$ cat config.mk
export PLATFORM = sky130hd
export DESIGN_NAME = serdes_test_power_control
export DESIGN_NICKNAME = d
export VERILOG_FILES = /design/src/hdl/serdes_test_power_control.v
export VERILOG_INCLUDE_DIRS = /design/src /design/src/inc
export SDC_FILE = /design/constraint.sdc
export NUM_CORES = 1
export LEC_CHECK = 0
export ABC_AREA = 1
export BUFFER_PORTS_ARGS = -buffer_cell sky130_fd_sc_hd__buf_2
export CELL_PAD_IN_SITES_DETAIL_PLACEMENT = 1
export CELL_PAD_IN_SITES_GLOBAL_PLACEMENT = 1
export CORE_MARGIN = 5
export CORE_UTILIZATION = 30
export CTS_CLUSTER_SIZE = 12
export DETAILED_ROUTE_END_ITERATION = 16
export GPL_ROUTABILITY_DRIVEN = 1
export HOLD_SLACK_MARGIN = 0.03
export PLACE_DENSITY_LB_ADDON = 0.08
export SLEW_MARGIN = 5
export SYNTH_ARGS = -nofsm -noshare
export SYNTH_HDL_FRONTEND = slang
export SYNTH_SLANG_ARGS = --single-unit
$ cat constraint.sdc
create_clock -name hclk -period 4.3 [get_ports hclk]
set_input_delay 0.86 -clock hclk [delete_from_list [all_inputs] [get_ports hclk]]
set_output_delay 0.86 -clock hclk [all_outputs]
set_load 0.01 [all_outputs]
$ cat src/inc/serdes_test_defs.vh
// Constants for the serializer test and power control block
`ifndef SERDES_TEST_DEFS_VH
`define SERDES_TEST_DEFS_VH

`define CLK_MHZ           50
`define POR_MAX_US        1000
`define PLL_LOCK_NOM_US   100
`define PLL_LOCK_MAX_US   400
`define RX_AMPL_MIN_MV    200
`define PLL_LOCK_CYCLES   (`PLL_LOCK_NOM_US * `CLK_MHZ)
`define POR_CYCLES        16384
`define BIST_GOOD_WORDS   127

`define REG_CTRL          8'h00
`define REG_STATUS        8'h04
`define REG_ERRCNT        8'h08

`define CTRL_FORCE_PD     0
`define CTRL_FORCE_LOOP   1
`define CTRL_FORCE_PAT    2
`define CTRL_RESET        3'h0

`define ST_POWERED_DOWN   0
`define ST_POR_BUSY       1
`define ST_PLL_LOCKED     2
`define ST_SIGNAL_LOST    3
`define ST_BIST_PASS      4
`define ST_PAT_ERR        5

`define PRBS_SEED         7'h7F
`define WORD_W            20

`endif

$ cat src/hdl/serdes_test_power_control.v
// Power, loss-of-signal, pattern test, loopback and start-up control of a 16-bit serializer
`include "serdes_test_defs.vh"

module serdes_test_power_control #(
    parameter POR_CYCLES  = `POR_CYCLES,
    parameter LOCK_CYCLES = `PLL_LOCK_CYCLES,
    parameter BIST_WORDS  = `BIST_GOOD_WORDS
) (
    input  wire        hclk,
    input  wire        hresetn,
    input  wire        hsel,
    input  wire [31:0] haddr,
    input  wire [1:0]  htrans,
    input  wire        hwrite,
    input  wire [2:0]  hsize,
    input  wire [31:0] hwdata,
    input  wire        hready,
    output wire        hreadyout,
    output wire        hresp,
    output reg  [31:0] hrdata,
    input  wire        chip_enable,
    input  wire        loopback_enable,
    input  wire        pattern_test_enable,
    input  wire [15:0] tx_data,
    input  wire        tx_low_byte_ctrl_flag,
    input  wire        tx_high_byte_ctrl_flag,
    output reg  [19:0] serial_out_pos,
    output reg  [19:0] serial_out_neg,
    output wire        serial_out_oe,
    input  wire [19:0] serial_in,
    input  wire        rx_signal_ok,
    output reg  [15:0] rx_data,
    output wire        rx_data_oe,
    output reg         rx_low_byte_ctrl_flag,
    output wire        rx_low_byte_ctrl_flag_oe,
    output reg         rx_high_byte_flag_or_signal_lost,
    output wire        rx_high_byte_flag_or_signal_lost_oe,
    output reg         rx_word_clk,
    output wire        pll_locked
);

    // Next sequence state and 20 generated bits, oldest bit in bit 0 (sent first)
    function [26:0] prbs_step;
        input [6:0] s_in;
        reg   [6:0] s;
        reg   [19:0] w;
        reg         nb;
        integer     i;
        begin
            s = s_in;
            w = 20'h00000;
            for (i = 0; i < 20; i = i + 1)
            begin
                nb = s[6] ^ s[5];
                w[i] = nb;
                s = {s[5:0], nb};
            end
            prbs_step = {s, w};
        end
    endfunction

    // Self-synchronising check: each bit must equal the taps of the seven before it
    function [7:0] prbs_check;
        input [6:0]  h_in;
        input [19:0] w;
        reg   [6:0]  h;
        reg          err;
        integer      i;
        begin
            h = h_in;
            err = 1'b0;
            for (i = 0; i < 20; i = i + 1)
            begin
                err = err | (w[i] ^ h[6] ^ h[5]);
                h = {h[5:0], w[i]};
            end
            prbs_check = {h, err};
        end
    endfunction

    // True on the last cycle of a count that runs from zero to limit - 1
    function count_done;
        input [15:0] cnt;
        input [15:0] limit;
        begin
            count_done = (cnt == limit - 16'h0001);
        end
    endfunction

    reg  [2:0]  ctrl_r;
    reg  [15:0] por_cnt_r;
    reg         por_busy_r;
    reg  [15:0] lock_cnt_r;
    reg         locked_r;
    reg  [6:0]  gen_r;
    reg  [6:0]  hist_r;
    reg         chk_valid_r;
    reg  [7:0]  good_cnt_r;
    reg         bist_pass_r;
    reg         pat_err_r;
    reg  [15:0] err_cnt_r;
    reg  [19:0] tx_word_r;
    reg  [7:0]  addr_r;
    reg         wr_r;
    reg         rd_r;
    reg         prime_r;
    reg  [31:0] rd_val;

    // Pins and register bits are ORed, so either side can force a mode
    wire        powered_down = ~chip_enable | ctrl_r[`CTRL_FORCE_PD];
    wire        loop_mode    = loopback_enable | ctrl_r[`CTRL_FORCE_LOOP];
    wire        pat_mode     = pattern_test_enable | ctrl_r[`CTRL_FORCE_PAT];
    wire        bist_mode    = pat_mode & loop_mode;
    // Level detector output is trusted as is; internal loopback never loses signal
    wire        signal_lost  = ~rx_signal_ok & ~loop_mode;
    wire [26:0] gen_nxt      = prbs_step(gen_r);
    wire [19:0] rx_word      = loop_mode ? tx_word_r : serial_in;
    wire [7:0]  chk_nxt      = prbs_check(hist_r, rx_word);
    // Two words after entering pattern mode only prime the history:
    // in loopback the first generated word reaches the checker one cycle late
    wire        word_err     = pat_mode & chk_valid_r & chk_nxt[0];
    // Only NONSEQ or SEQ transfers while the bus is ready are taken
    wire        bus_req      = hsel & hready & htrans[1];
    wire        clr_err      = wr_r & (addr_r == `REG_ERRCNT);
    wire        clr_stat     = wr_r & (addr_r == `REG_STATUS) & hwdata[`ST_PAT_ERR];

    // Registers answer in one cycle, so the slave never stalls and never errors
    assign hreadyout = 1'b1;
    assign hresp     = 1'b0;
    assign pll_locked = locked_r;

    // Start-up floats all the drivers; power-down floats all but the high-byte flag / signal-lost output
    assign serial_out_oe = ~powered_down & ~loop_mode & ~por_busy_r;
    assign rx_data_oe = ~powered_down & ~por_busy_r;
    assign rx_low_byte_ctrl_flag_oe = ~powered_down & ~por_busy_r;
    assign rx_high_byte_flag_or_signal_lost_oe = ~por_busy_r;

    // Power-on reset: a fixed count of reference cycles, so its length follows the clock
    always @(posedge hclk or negedge hresetn)
    begin
        if (!hresetn)
        begin
            por_cnt_r <= 16'h0000;
            por_busy_r <= 1'b1;
        end
        else if (por_busy_r)
        begin
            if (count_done(por_cnt_r, POR_CYCLES[15:0]))
                por_busy_r <= 1'b0;
            else
                por_cnt_r <= por_cnt_r + 16'h0001;
        end
    end

    // Clock multiplier lock; reference keeps running in power-down so lock is kept
    always @(posedge hclk or negedge hresetn)
    begin
        if (!hresetn)
        begin
            lock_cnt_r <= 16'h0000;
            locked_r <= 1'b0;
        end
        else if (!locked_r)
        begin
            if (count_done(lock_cnt_r, LOCK_CYCLES[15:0]))
                locked_r <= 1'b1;
            else
                lock_cnt_r <= lock_cnt_r + 16'h0001;
        end
    end

    // Transmit: inputs taken on the rising edge; one word stands for twenty line bits
    always @(posedge hclk or negedge hresetn)
    begin
        if (!hresetn)
        begin
            tx_word_r <= 20'h00000;
            gen_r <= `PRBS_SEED;
            serial_out_pos <= 20'h00000;
            serial_out_neg <= 20'hFFFFF;
        end
        else
        begin
            // Pattern mode ignores the host word entirely
            if (pat_mode)
            begin
                tx_word_r <= gen_nxt[19:0];
                gen_r <= gen_nxt[26:20];
            end
            else
            begin
                tx_word_r <= {1'b0, tx_high_byte_ctrl_flag, tx_data[15:8],
                              1'b0, tx_low_byte_ctrl_flag, tx_data[7:0]};
            end
            // Twenty bits per reference cycle equals ten bit-clock periods, both edges
            serial_out_pos <= tx_word_r;
            // Complement registered alongside so both legs switch on the same edge
            serial_out_neg <= ~tx_word_r;
        end
    end

    // Pattern checker and self-test status
    always @(posedge hclk or negedge hresetn)
    begin
        if (!hresetn)
        begin
            hist_r <= 7'h00;
            prime_r <= 1'b0;
            chk_valid_r <= 1'b0;
            good_cnt_r <= 8'h00;
            bist_pass_r <= 1'b0;
            pat_err_r <= 1'b0;
            err_cnt_r <= 16'h0000;
        end
        else
        begin
            hist_r <= chk_nxt[7:1];
            prime_r <= pat_mode;
            chk_valid_r <= pat_mode & prime_r;
            // Leaving self-test drops the pass status, so a new run starts from zero
            if (!bist_mode || word_err)
            begin
                good_cnt_r <= 8'h00;
                bist_pass_r <= 1'b0;
            end
            else if (chk_valid_r)
            begin
                if (good_cnt_r == BIST_WORDS[7:0] - 8'h01)
                    bist_pass_r <= 1'b1;
                else
                    good_cnt_r <= good_cnt_r + 8'h01;
            end
            // An error in the clearing cycle keeps the flag set
            if (word_err)
                pat_err_r <= 1'b1;
            else if (clr_stat)
                pat_err_r <= 1'b0;
            if (word_err)
            begin
                // Saturates rather than wraps so a long run still reads as failing
                if (err_cnt_r != 16'hFFFF)
                    err_cnt_r <= err_cnt_r + 16'h0001;
            end
            else if (clr_err)
                err_cnt_r <= 16'h0000;
        end
    end

    // Receive outputs: loss forces all ones, pattern mode puts the check result on the low flag
    always @(posedge hclk or negedge hresetn)
    begin
        if (!hresetn)
        begin
            rx_data <= 16'hFFFF;
            rx_low_byte_ctrl_flag <= 1'b0;
            rx_high_byte_flag_or_signal_lost <= 1'b0;
            rx_word_clk <= 1'b0;
        end
        else
        begin
            rx_word_clk <= por_busy_r ? 1'b0 : ~rx_word_clk;
            if (signal_lost)
            begin
                rx_data <= 16'hFFFF;
                rx_low_byte_ctrl_flag <= 1'b1;
                rx_high_byte_flag_or_signal_lost <= 1'b1;
            end
            else
            begin
                rx_data <= {rx_word[17:10], rx_word[7:0]};
                rx_high_byte_flag_or_signal_lost <= rx_word[18];
                // Self-test: flag rises only once enough clean words have passed
                if (bist_mode)
                    rx_low_byte_ctrl_flag <= bist_pass_r & ~word_err;
                else if (pat_mode)
                    rx_low_byte_ctrl_flag <= ~word_err;
                else
                    rx_low_byte_ctrl_flag <= rx_word[8];
            end
        end
    end

    // Read mux on the address phase's own address
    always @*
    begin
        case (haddr[7:0])
            `REG_CTRL:
                rd_val = {29'h00000000, ctrl_r};
            `REG_STATUS:
                rd_val = {26'h0000000, pat_err_r, bist_pass_r, signal_lost,
                          locked_r, por_busy_r, powered_down};
            `REG_ERRCNT:
                rd_val = {16'h0000, err_cnt_r};
            default:
                rd_val = 32'h00000000;
        endcase
    end

    // AHB-Lite slave, zero wait states; read data registered in the address phase
    always @(posedge hclk or negedge hresetn)
    begin
        if (!hresetn)
        begin
            addr_r <= 8'h00;
            wr_r <= 1'b0;
            rd_r <= 1'b0;
            ctrl_r <= `CTRL_RESET;
            hrdata <= 32'h00000000;
        end
        else
        begin
            wr_r <= bus_req & hwrite;
            rd_r <= bus_req & ~hwrite;
            if (bus_req)
                addr_r <= haddr[7:0];
            if (wr_r && addr_r == `REG_CTRL)
                ctrl_r <= hwdata[2:0];
            // Read data stands only in the data phase, zero otherwise
            if (bus_req && !hwrite)
                hrdata <= rd_val;
            else
                hrdata <= 32'h00000000;
        end
    end

endmodule // serdes_test_power_control

==> results.cfg, run 1 <==
[outcome]
status = completed

[place]
dp_cells = 1505
dpl-instance-area_mm2 = 0.009716
portBuffers = 139
place_hpwl_mm = 18.35
gp_congestion = 0.7374

[power_and_ir_drop]
p_per_area_mw_per_mm2 = 597.7
seq_power_share_pct = 42.6
clkPwrFrac_pct = 24.8
swShare_pct = 38.16
comb_power_share_pct = 32.7
p_leak_nw = 5.191
p_switching_mw = 2.342
irDropWorstVdd_uv = 360.8
p_int_mw = 3.796

[worst_setup_path]
crit_fanout = 51
arrival_ps = 3270
required_ps = 4670
critical_path_class = in2reg
endpoint_kind = register
worstSetupStartpointType = primary input

[global_route]
grt_usage_pct = 15.12
grt_max_degree = 90
grt_antenna_before_repair = 0
grt_pass1_vias = 7173
gr-total-overflow = 0
grt_pass1_wl_mm = 39.42

[final_layout]
final_util_pct = 35.78
layout-drive-gt1-share_pct = 22.38
diodes = 0
stdcell_area_mm2 = 0.01027
final_cells = 1537
area_growth_pct = 18.07
finalNetCount = 1261
nFillCells = 3452

[die]
die_w_um = 180.3
core-area_mm2 = 0.02870
dieArea_mm2 = 0.03250
io_pins = 214
rows = 62
fp.dieH_um = 180.3
initial_core_util_pct = 30.31

[synthesis]
yosysSeqAreaShare_pct = 53.28
synth_area_mm2 = 0.008698
ys_seq_elements = 183
async_reset_ff_share_pct = 100.0
syn_inst = 1001
synth_edf_count = 0
yosysUniqueCellTypes = 38
synthFlopType = dfrtp_1
avgSynthCellArea_um2 = 8.690
yosysWarnings = 0

[timing]
finalSetupTns_ps = 0
drv_slew = 0
hold_viol_final = 0
fin_crit_sh_pct = 67.48
fin_crit_ps = 2901
finalSetupViolations = 0
clock-skew-final_ps = 11.59
max_freq_mhz = 344.7
worst_slew_pin_slew_ps = 758.8
maxSlewHeadroom_pct = 48.98
fin_hold_ws_ps = 380.4
rsz0062_at_grt = false

[route]
drc = 0
viasPerCell = 4.452
routed_wl_mm = 24.46
routedWlPerCell_um = 15.92
drt_iter0_markers = 283
route.vias.total = 6843
firstDrtPassIters = 4
ant_nets = 0

[cts]
clockBufferDepth = 2
post-cts-setup-buffers = 0
ctsHoldBuffers = 0
clk_pin_slew_ps = 70
numClockSinks = 183
cts_tree = done
cts-htree-levels = 4
root_buffer = clkbuf_16
post_cts_resized = 0
clock_latency_ps = 430
cts_buffers = 17

[flow_run]
max-cap-violations = 0

[worst_hold_path]
hold_path_class = reg2reg
power by group through the flow:
stage	clock, mW	sequential (mW)	combinational (mW)
detailed placement	0	2.66	2.06
floorplan	0	2.67	1.19
CTS	1.58	2.63	2.07
global route	1.65	2.68	2.29
finish	1.52	2.61	2.01
global placement	0	2.65	2.04
cells in the final DEF (no fill, tap or decap), types with 18 or more instances in the layout:
cell type  synthesis  final
nand4_1           25     25
dfstp_2           44     44
buf_2              1    138
xor2_1            33     33
o21ai_0           21     21
nand3_1           74     74
nand2_1          320    320
nor2_1            69     68
inv_1            103    103
xnor2_1           24     24
dfrtp_1          139    139
conb_1             2     18
metal layers:
layer  wire length (um)  GRT usage (%)  share of wire (%)  up-vias
met3                871          2.967                3.6        6
met1              11790          21.00                 48     3340
met2              11660          24.82                 48       93
met4                143          2.995               0.58        0
li1                   -              -                  -     3404
met5                  0              0                  0        -
stage by stage:
step / worst slack [ps] / power, mW
after floorplan: 1829 / 3.864
after global placement: 940.0 / 4.685
after detailed placement: 921.4 / 4.726
after CTS: 1371 / 6.282
after global routing: 1144 / 6.612
final: 1399 / 6.139
cells in the mapped netlist, types with 3 or more instances:
master    instances  area, um2
nand2_1         320       1201
dfrtp_1         139       3478
inv_1           103      386.6
nand3_1          74      370.4
nor2_1           69      259.0
dfstp_2          44       1156
xor2_1           33      289.0
nand4_1          25      156.4
xnor2_1          24      210.2
buf_4            22      165.2
o21ai_0          21      105.1
nor3_1           17      85.08
nand3_2          12      120.1
o21ai_1          10      50.05
buf_6             9      101.4
mux2_2            9      101.4
nor4_1            9      56.30
clkbuf_1          8      30.03
a21oi_1           6      30.03
ha_1              5      62.56
or2_2             5      31.28
nand2_2           4      25.02
nand3b_1          4      30.03
o22ai_1           4      25.02
a31oi_1           3      18.77
nand2_4           3      33.78
o21ai_2           3      26.28
or2_1             3      18.77
flip-flops by register name (all words and copies together) (netlist names), 3 cells and up:
register        count
por_cnt_r          16
lock_cnt_r         16
rx_data            16
good_cnt_r          8
serial_out_pos     20
tx_word_r          20
gen_r               7
hist_r              7
serial_out_neg     20
hrdata             16
ctrl_r              3
err_cnt_r          16
addr_r              8
path summary, 6_finish.rpt:
kind / slack, ps / depth (start not counted) / end / start
min in group asynchronous: 420 / 1 / hist_r[3]$_DFF_PN0_ / hresetn
min reg2reg: 380 / 0 / serial_out_pos[7]$_DFF_PN0_ / tx_word_r[7]$_DFF_PN0_
min: 380 / 0 / serial_out_pos[7]$_DFF_PN0_ / tx_word_r[7]$_DFF_PN0_
max: 1400 / 17 / err_cnt_r[7]$_DFFE_PN0P_ / loopback_enable
max in group asynchronous: 3010 / 2 / serial_out_neg[16]$_DFF_PN1_ / hresetn
max reg2reg: 1490 / 16 / err_cnt_r[7]$_DFFE_PN0P_ / ctrl_r[1]$_DFFE_PN0P_
logic make-up after synthesis:
family	after synthesis	share of synthesized area, %
simple gates	548	27.73
compound gates	50	3.193
fa+ha+maj	5	0.7192
mux	9	1.165
buf+inv	147	8.084
other cells	2	0.08634
flops	183	53.28
xor+xnor	57	5.739
worst max-delay path, stage by stage:
cell and delay [ps]:
buf_2 120, nor2_4 130, buf_12 250, nand2_1 80, nand2_1 230, nand2_1 110
nand3_1 100, nand2_1 60, nor2_1 100, nand2_1 60, nor2_1 150, nand3_2 160
nand2_4 270, nand2_4 250, nand2_1 190, nand2_1 80, nand2_1 60
cell type report:
cell class                      count  area (um2)  share of cell area [%]
Sequential cell                   183        4634                   45.13
Multi-Input combinational cell    687        3428                   33.38
Timing Repair Buffer              145       774.5                   7.541
Tap cell                          384       480.5                   4.678
Clock buffer                       20       446.7                   4.349
Inverter                          106       397.9                   3.874
Clock inverter                     12       107.6                   1.048
No activity file was read; power rests on OpenSTA's default activity.
==> run 2, diff against run 1 <==
clock period = 2.5 ns   (was 4.3 ns; I/O delays follow)
==> run 2 against run 1 <==
Wire length rose by 7.1%. Utilization increased by 3.6 points. Sequential cell count did not move. Via count grew 5.8%. Combinational power grew 100%. Clock power grew 86%. Total power grew 85%. Cell count grew 5.1%. Register-to-register slack worse by 1500 ps. Critical path type is now reg2reg.
==> results.cfg, run 2 (synthesis gave the netlist of run 1 again) <==
[final_layout]
layout_common_cells = nand2_1, dfrtp_1, buf_2, inv_1, nand3_1
finalNetCount = 1338
layout-drive-gt1-share_pct = 30.00
layout_commonest_cell = nand2_1
nFillCells = 3397
final_util_pct = 39.36
area_growth_pct = 29.89
top_regs = serial_out_neg: 20 flops, serial_out_pos: 20 flops, tx_word_r: 20 flops

[route]
routedWlPerCell_um = 16.21
firstDrtPassIters = 5
ant_nets = 0
drc = 0
viasPerCell = 4.481
drt_iter0_markers = 320
route.vias.total = 7242
routed_wl_mm = 26.19

[worst_setup_path]
critPathCapture = rx_low_byte_ctrl_flag$_DFF_PN0_
reg2reg_depth = 18
cp_common_cell = nand2_1
r2r_start = ctrl_r[1]$_DFFE_PN0P_
cp.depth = 18
crit_chain = nor2_4 -> buf_12 -> buf_8 -> clkbuf_16 -> nand2_4 -> o21ai_4 -> nand2_1 -> nand3_1 -> nand2_1 -> nor2_1 -> nand2_1 -> nor2_1 -> nand3_2 -> nand2_8 -> buf_12 -> clkbuf_16 -> nand3b_1 -> nand3_1
required_ps = 2860
slowest_stage = dfrtp_2
max_stage_delay_ps = 450
r2r_end = rx_low_byte_ctrl_flag$_DFF_PN0_
endpoint_kind = register
r2r_slack_ps = 20
critical_path_class = reg2reg
crit_start = ctrl_r[1]$_DFFE_PN0P_
arrival_ps = 2840
critical-path-top-delay-family = simple AND/OR/NAND/NOR gates
crit_fanout = 9
cp.buffers_inverters = 5
worstSetupStartpointType = register

[place]
place_hpwl_mm = 19.22
portBuffers = 139
gp_congestion = 0.7618
place_ws_ps = -163.5

[global_route]
grt_pass1_wl_mm = 40.92
grt_pass1_vias = 7482
grt_usage_pct = 15.63
gr-total-overflow = 0
grt_antenna_before_repair = 2
grt_max_degree = 49

[die]
rows = 62
core-area_mm2 = 0.02870
die_w_um = 180.3
dieArea_mm2 = 0.03250
fp.dieH_um = 180.3
io_pins = 214
initial_core_util_pct = 30.31

[timing]
finalSetupTns_ps = 0
rsz0062_at_grt = true
fin_hold_ws_ps = 259.0
clock-skew-final_ps = 18.58
fin_crit_ps = 2478
worst_slew_pin_slew_ps = 692.7
max_freq_mhz = 403.5
finalSetupViolations = 0
setup_ws_ps = 21.60
fin_crit_sh_pct = 99.14
hold_viol_final = 0
maxSlewHeadroom_pct = 53.43
drv_slew = 0

[cts]
clock_latency_ps = 440
root_buffer = clkbuf_16
clockBufferDepth = 2
clk_pin_slew_ps = 90
cts-htree-levels = 4
cts_buffers = 17
numClockSinks = 183
cts_tree = done

[flow_run]
max-cap-violations = 0

[power_and_ir_drop]
p_per_area_mw_per_mm2 = 1005
power_mw = 11.35
p_leak_nw = 5.669
irDropWorstVdd_uv = 736.3

[worst_hold_path]
hold_path_class = in2reg

[outcome]
status = completed
==> run 2: cell types whose count changed in the layout (fill, tap and decap cells not counted), sizes merged <==
cell | previous run | this run
clkinv | 5 | 8
dlygate4sd3 | 0 | 1
clkinvlp | 0 | 3
diode | 0 | 2
nand2 | 327 | 328
inv | 113 | 111
clkbuf | 21 | 22
buf | 144 | 214
==> run 2: worst register-to-register path, stage by stage, from the launching register on <==
cell and delay, ps:
dfrtp_2 450, nor2_4 190, buf_12 160, buf_8 120, clkbuf_16 150, nand2_4 50
o21ai_4 70, nand2_1 70, nand3_1 80, nand2_1 70, nor2_1 100, nand2_1 50
nor2_1 110, nand3_2 170, nand2_8 160, buf_12 130, clkbuf_16 150, nand3b_1 70
nand3_1 80
==> run 2: layer usage <==
layer | track usage [%] | wire length, um | vias to the layer above
met1 | 21.47 | 12700 | 3562
met4 | 3.721 | 310 | 0
met5 | 0 | 0 | -
met3 | 2.402 | 617 | 18
li1 | - | - | 3565
met2 | 26.09 | 12560 | 97
==> run 2: cell type report <==
type                       instances  area (um2)  share of cell area, %
antenna                            2       5.005                0.04430
clock buffer                      17       425.4                  3.765
clock inverter                    15       200.2                  1.772
inverter                         106       401.6                  3.555
multi-input combinational        688        3617                  32.02
sequential                       183        4636                  41.03
tap                              384       480.5                  4.253
timing repair buffer             220        1525                  13.50
timing repair inverter             1       7.507                0.06645
==> run 2: stage by stage <==
stage | area [um2] | instances
floorplan | 8758 | 1017
global placement | 10210 | 1563
detailed placement | 10210 | 1563
CTS | 10850 | 1596
global route | 11300 | 1615
finish | 11300 | 1616
==> run 2: power breakdown <==
part	total, mW	internal (mW)	switching, mW	leakage [nW]
Combinational	4.04	1.60	2.44	3.13
Clock	2.82	1.38	1.43	0.297
Sequential	4.49	3.97	0.516	2.24
Total	11.4	6.96	4.39	5.67
==> run 2: worst min path at each step <==
stage	slack, ps	endpoint	from	cells past startpoint
finish	260	tx_word_r[0]$_DFF_PN0_	tx_data[0]	3
global route	240	tx_word_r[0]$_DFF_PN0_	tx_data[0]	3
CTS	240	tx_word_r[0]$_DFF_PN0_	tx_data[0]	3
detailed placement	360	serial_out_pos[7]$_DFF_PN0_	tx_word_r[7]$_DFF_PN0_	0
global placement	360	serial_out_pos[7]$_DFF_PN0_	tx_word_r[7]$_DFF_PN0_	0
floorplan	200	addr_r[0]$_DFFE_PN0P_	hresetn	0
==> run 2: timing repair <==
item                                   in CTS  in global routing
setup buffers                               0                 10
setup endpoints to repair                   0                 27
endpoints found under the hold margin       2                  0
resized for setup                           0                 52
hold buffers                                1                  0
==> run 3, diff against run 2 <==
CORE_UTILIZATION = 36   (was 30)
SLEW_MARGIN = unset   (was 5)
==> run 3 against run 2 <==
The flow now finishes with violations (negative setup slack). Global-route usage rose by 2.6 points. Cell count fell by 4.1%. Sequential power barely moved. Worst setup slack got worse by 54 ps. Count of clock-buffer cells in the layout rose by 2. Critical path type unchanged. Sequential cell count did not move.
==> results.cfg, run 3 (synthesis gave the netlist of run 1 again) <==
[outcome]
status = finished with violations
violations = negative setup slack

[die]
initial_core_util_pct = 36.84
core-area_mm2 = 0.02361
fp.dieH_um = 165.4
dieArea_mm2 = 0.02737
io_pins = 214
rows = 56
die_w_um = 165.4

[timing]
clock-skew-final_ps = 16.94
rsz0062_at_grt = true
setup_ws_ps = -32.79
fin_crit_sh_pct = 101.3
drv_slew = 0
finalSetupViolations = 10
fin_hold_ws_ps = 48.75
hold_viol_final = 0
maxSlewHeadroom_pct = 53.56
worst_slew_pin_slew_ps = 690.7
fin_crit_ps = 2533
max_freq_mhz = 394.8

[final_layout]
layout-drive-gt1-share_pct = 33.31
layout_common_cells = nand2_1, buf_2, dfrtp_1, inv_1, nor2_1
final_cells = 1550
finalNetCount = 1339
diodes = 0
area_growth_pct = 31.16
layout_commonest_cell = nand2_1
final_util_pct = 48.32
top_regs = serial_out_neg: 20 flops, serial_out_pos: 20 flops, tx_word_r: 20 flops
nFillCells = 2818

[cts]
numClockSinks = 183
root_buffer = clkbuf_16
clock_latency_ps = 440
clockBufferDepth = 2
cts-htree-levels = 4
clk_pin_slew_ps = 80
ctsHoldBuffers = 0
cts_tree = done
cts_buffers = 17

[power_and_ir_drop]
p_leak_nw = 5.755
p_switching_mw = 4.341
p_per_area_mw_per_mm2 = 1011
power_mw = 11.53
comb_power_share_pct = 36.7
p_int_mw = 7.187
swShare_pct = 37.65
seq_power_share_pct = 39.0
clkPwrFrac_pct = 24.3
irDropWorstVdd_uv = 650.6

[worst_setup_path]
arrival_ps = 2850
crit_fanout = 7
critPathCapture = err_cnt_r[1]$_DFFE_PN0P_
critical_path_class = reg2reg
r2r_start = ctrl_r[1]$_DFFE_PN0P_
crit_start = ctrl_r[1]$_DFFE_PN0P_
reg2reg_depth = 16
r2r_end = err_cnt_r[1]$_DFFE_PN0P_
required_ps = 2820
r2r_slack_ps = -30
worstSetupStartpointType = register
endpoint_kind = register

[place]
gp_congestion = 0.8077
place_hpwl_mm = 18.13
portBuffers = 139
dp_cells = 1489

[route]
routedWlPerCell_um = 16.71
firstDrtPassIters = 5
drt_iter0_markers = 329
drc = 0
viasPerCell = 4.734
routed_wl_mm = 25.90
ant_nets = 0
route.vias.total = 7337

[global_route]
grt_pass1_wl_mm = 39.27
grt_max_degree = 63
gr-total-overflow = 0
grt_usage_pct = 18.23
grt_pass1_vias = 7527
grt_antenna_before_repair = 0

[worst_hold_path]
hold_path_class = in2async

[flow_run]
max-cap-violations = 0
==> run 3: worst min-delay path by stage <==
stage | depth (start not counted) | start | slack [ps] | to
global route | 1 | hresetn | 80 | serial_out_pos[4]$_DFF_PN0_
CTS | 1 | hresetn | 60 | serial_out_pos[4]$_DFF_PN0_
finish | 1 | hresetn | 50 | serial_out_pos[4]$_DFF_PN0_
detailed placement | 0 | tx_word_r[1]$_DFF_PN0_ | 360 | serial_out_pos[1]$_DFF_PN0_
global placement | 0 | tx_word_r[1]$_DFF_PN0_ | 360 | serial_out_pos[1]$_DFF_PN0_
floorplan | 0 | hresetn | 200 | addr_r[0]$_DFFE_PN0P_
==> run 3: area by class of cell <==
type | instances | area (um2) | share of cell area, %
clock inverters | 13 | 157.7 | 1.382
multi-input cells | 689 | 3850 | 33.75
repair inverters | 1 | 7.507 | 0.06580
repair buffers | 220 | 1513 | 13.26
flip-flops and latches | 183 | 4637 | 40.65
inverters | 106 | 401.6 | 3.521
well taps | 319 | 399.1 | 3.499
clock buffers | 19 | 442.9 | 3.882
==> run 3: per-stage QoR <==
stage | instance area, um2 | setup TNS, ps | setup WS [ps]
2_1_floorplan | 8758 | 0 | 389.4
3_3_place_gp | 10030 | -1751 | -133.1
3_5_place_dp | 10030 | -1954 | -129.0
4_1_cts | 10640 | 0 | 7.097
5_1_grt | 11410 | -3825 | -190.7
6_report | 11410 | -114.9 | -32.79
==> run 3: layer usage <==
layer  GRT usage, %  wire (um)
met5              0          0
met2          30.23      12630
met3          2.705       1116
met4          4.612        314
met1          25.21      11840
==> run 3: worst max-delay path: stages, from the launching register on <==
cell and delay [ps]:
dfrtp_2 460, nor2_4 250, buf_6 190, clkbuf_16 160, nand2_2 50, o21ai_2 70, nand2_1 70, nand3_1 90
nand2_1 60, nor2_1 120, nand2_1 90, nor2_2 150, nand3_4 140, nand2_8 150, clkinvlp_4 180, nand3_1 120
nand2_1 60
==> run 3: power groups by stage <==
stage | combinational [mW] | sequential [mW] | clock [mW]
2_1_floorplan | 2.05 | 4.60 | 0
3_3_place_gp | 3.75 | 4.52 | 0
3_5_place_dp | 3.83 | 4.54 | 0
4_1_cts | 3.86 | 4.49 | 2.89
5_1_grt | 4.72 | 4.60 | 3.02
6_report | 4.23 | 4.50 | 2.81
==> run 3: timing repair <==
action,4_1_cts,5_1_grt
setup buffers,0,20
resized for setup,1,114
pin swaps,0,25
gates cloned,0,9
endpoints found under the setup margin,3,27
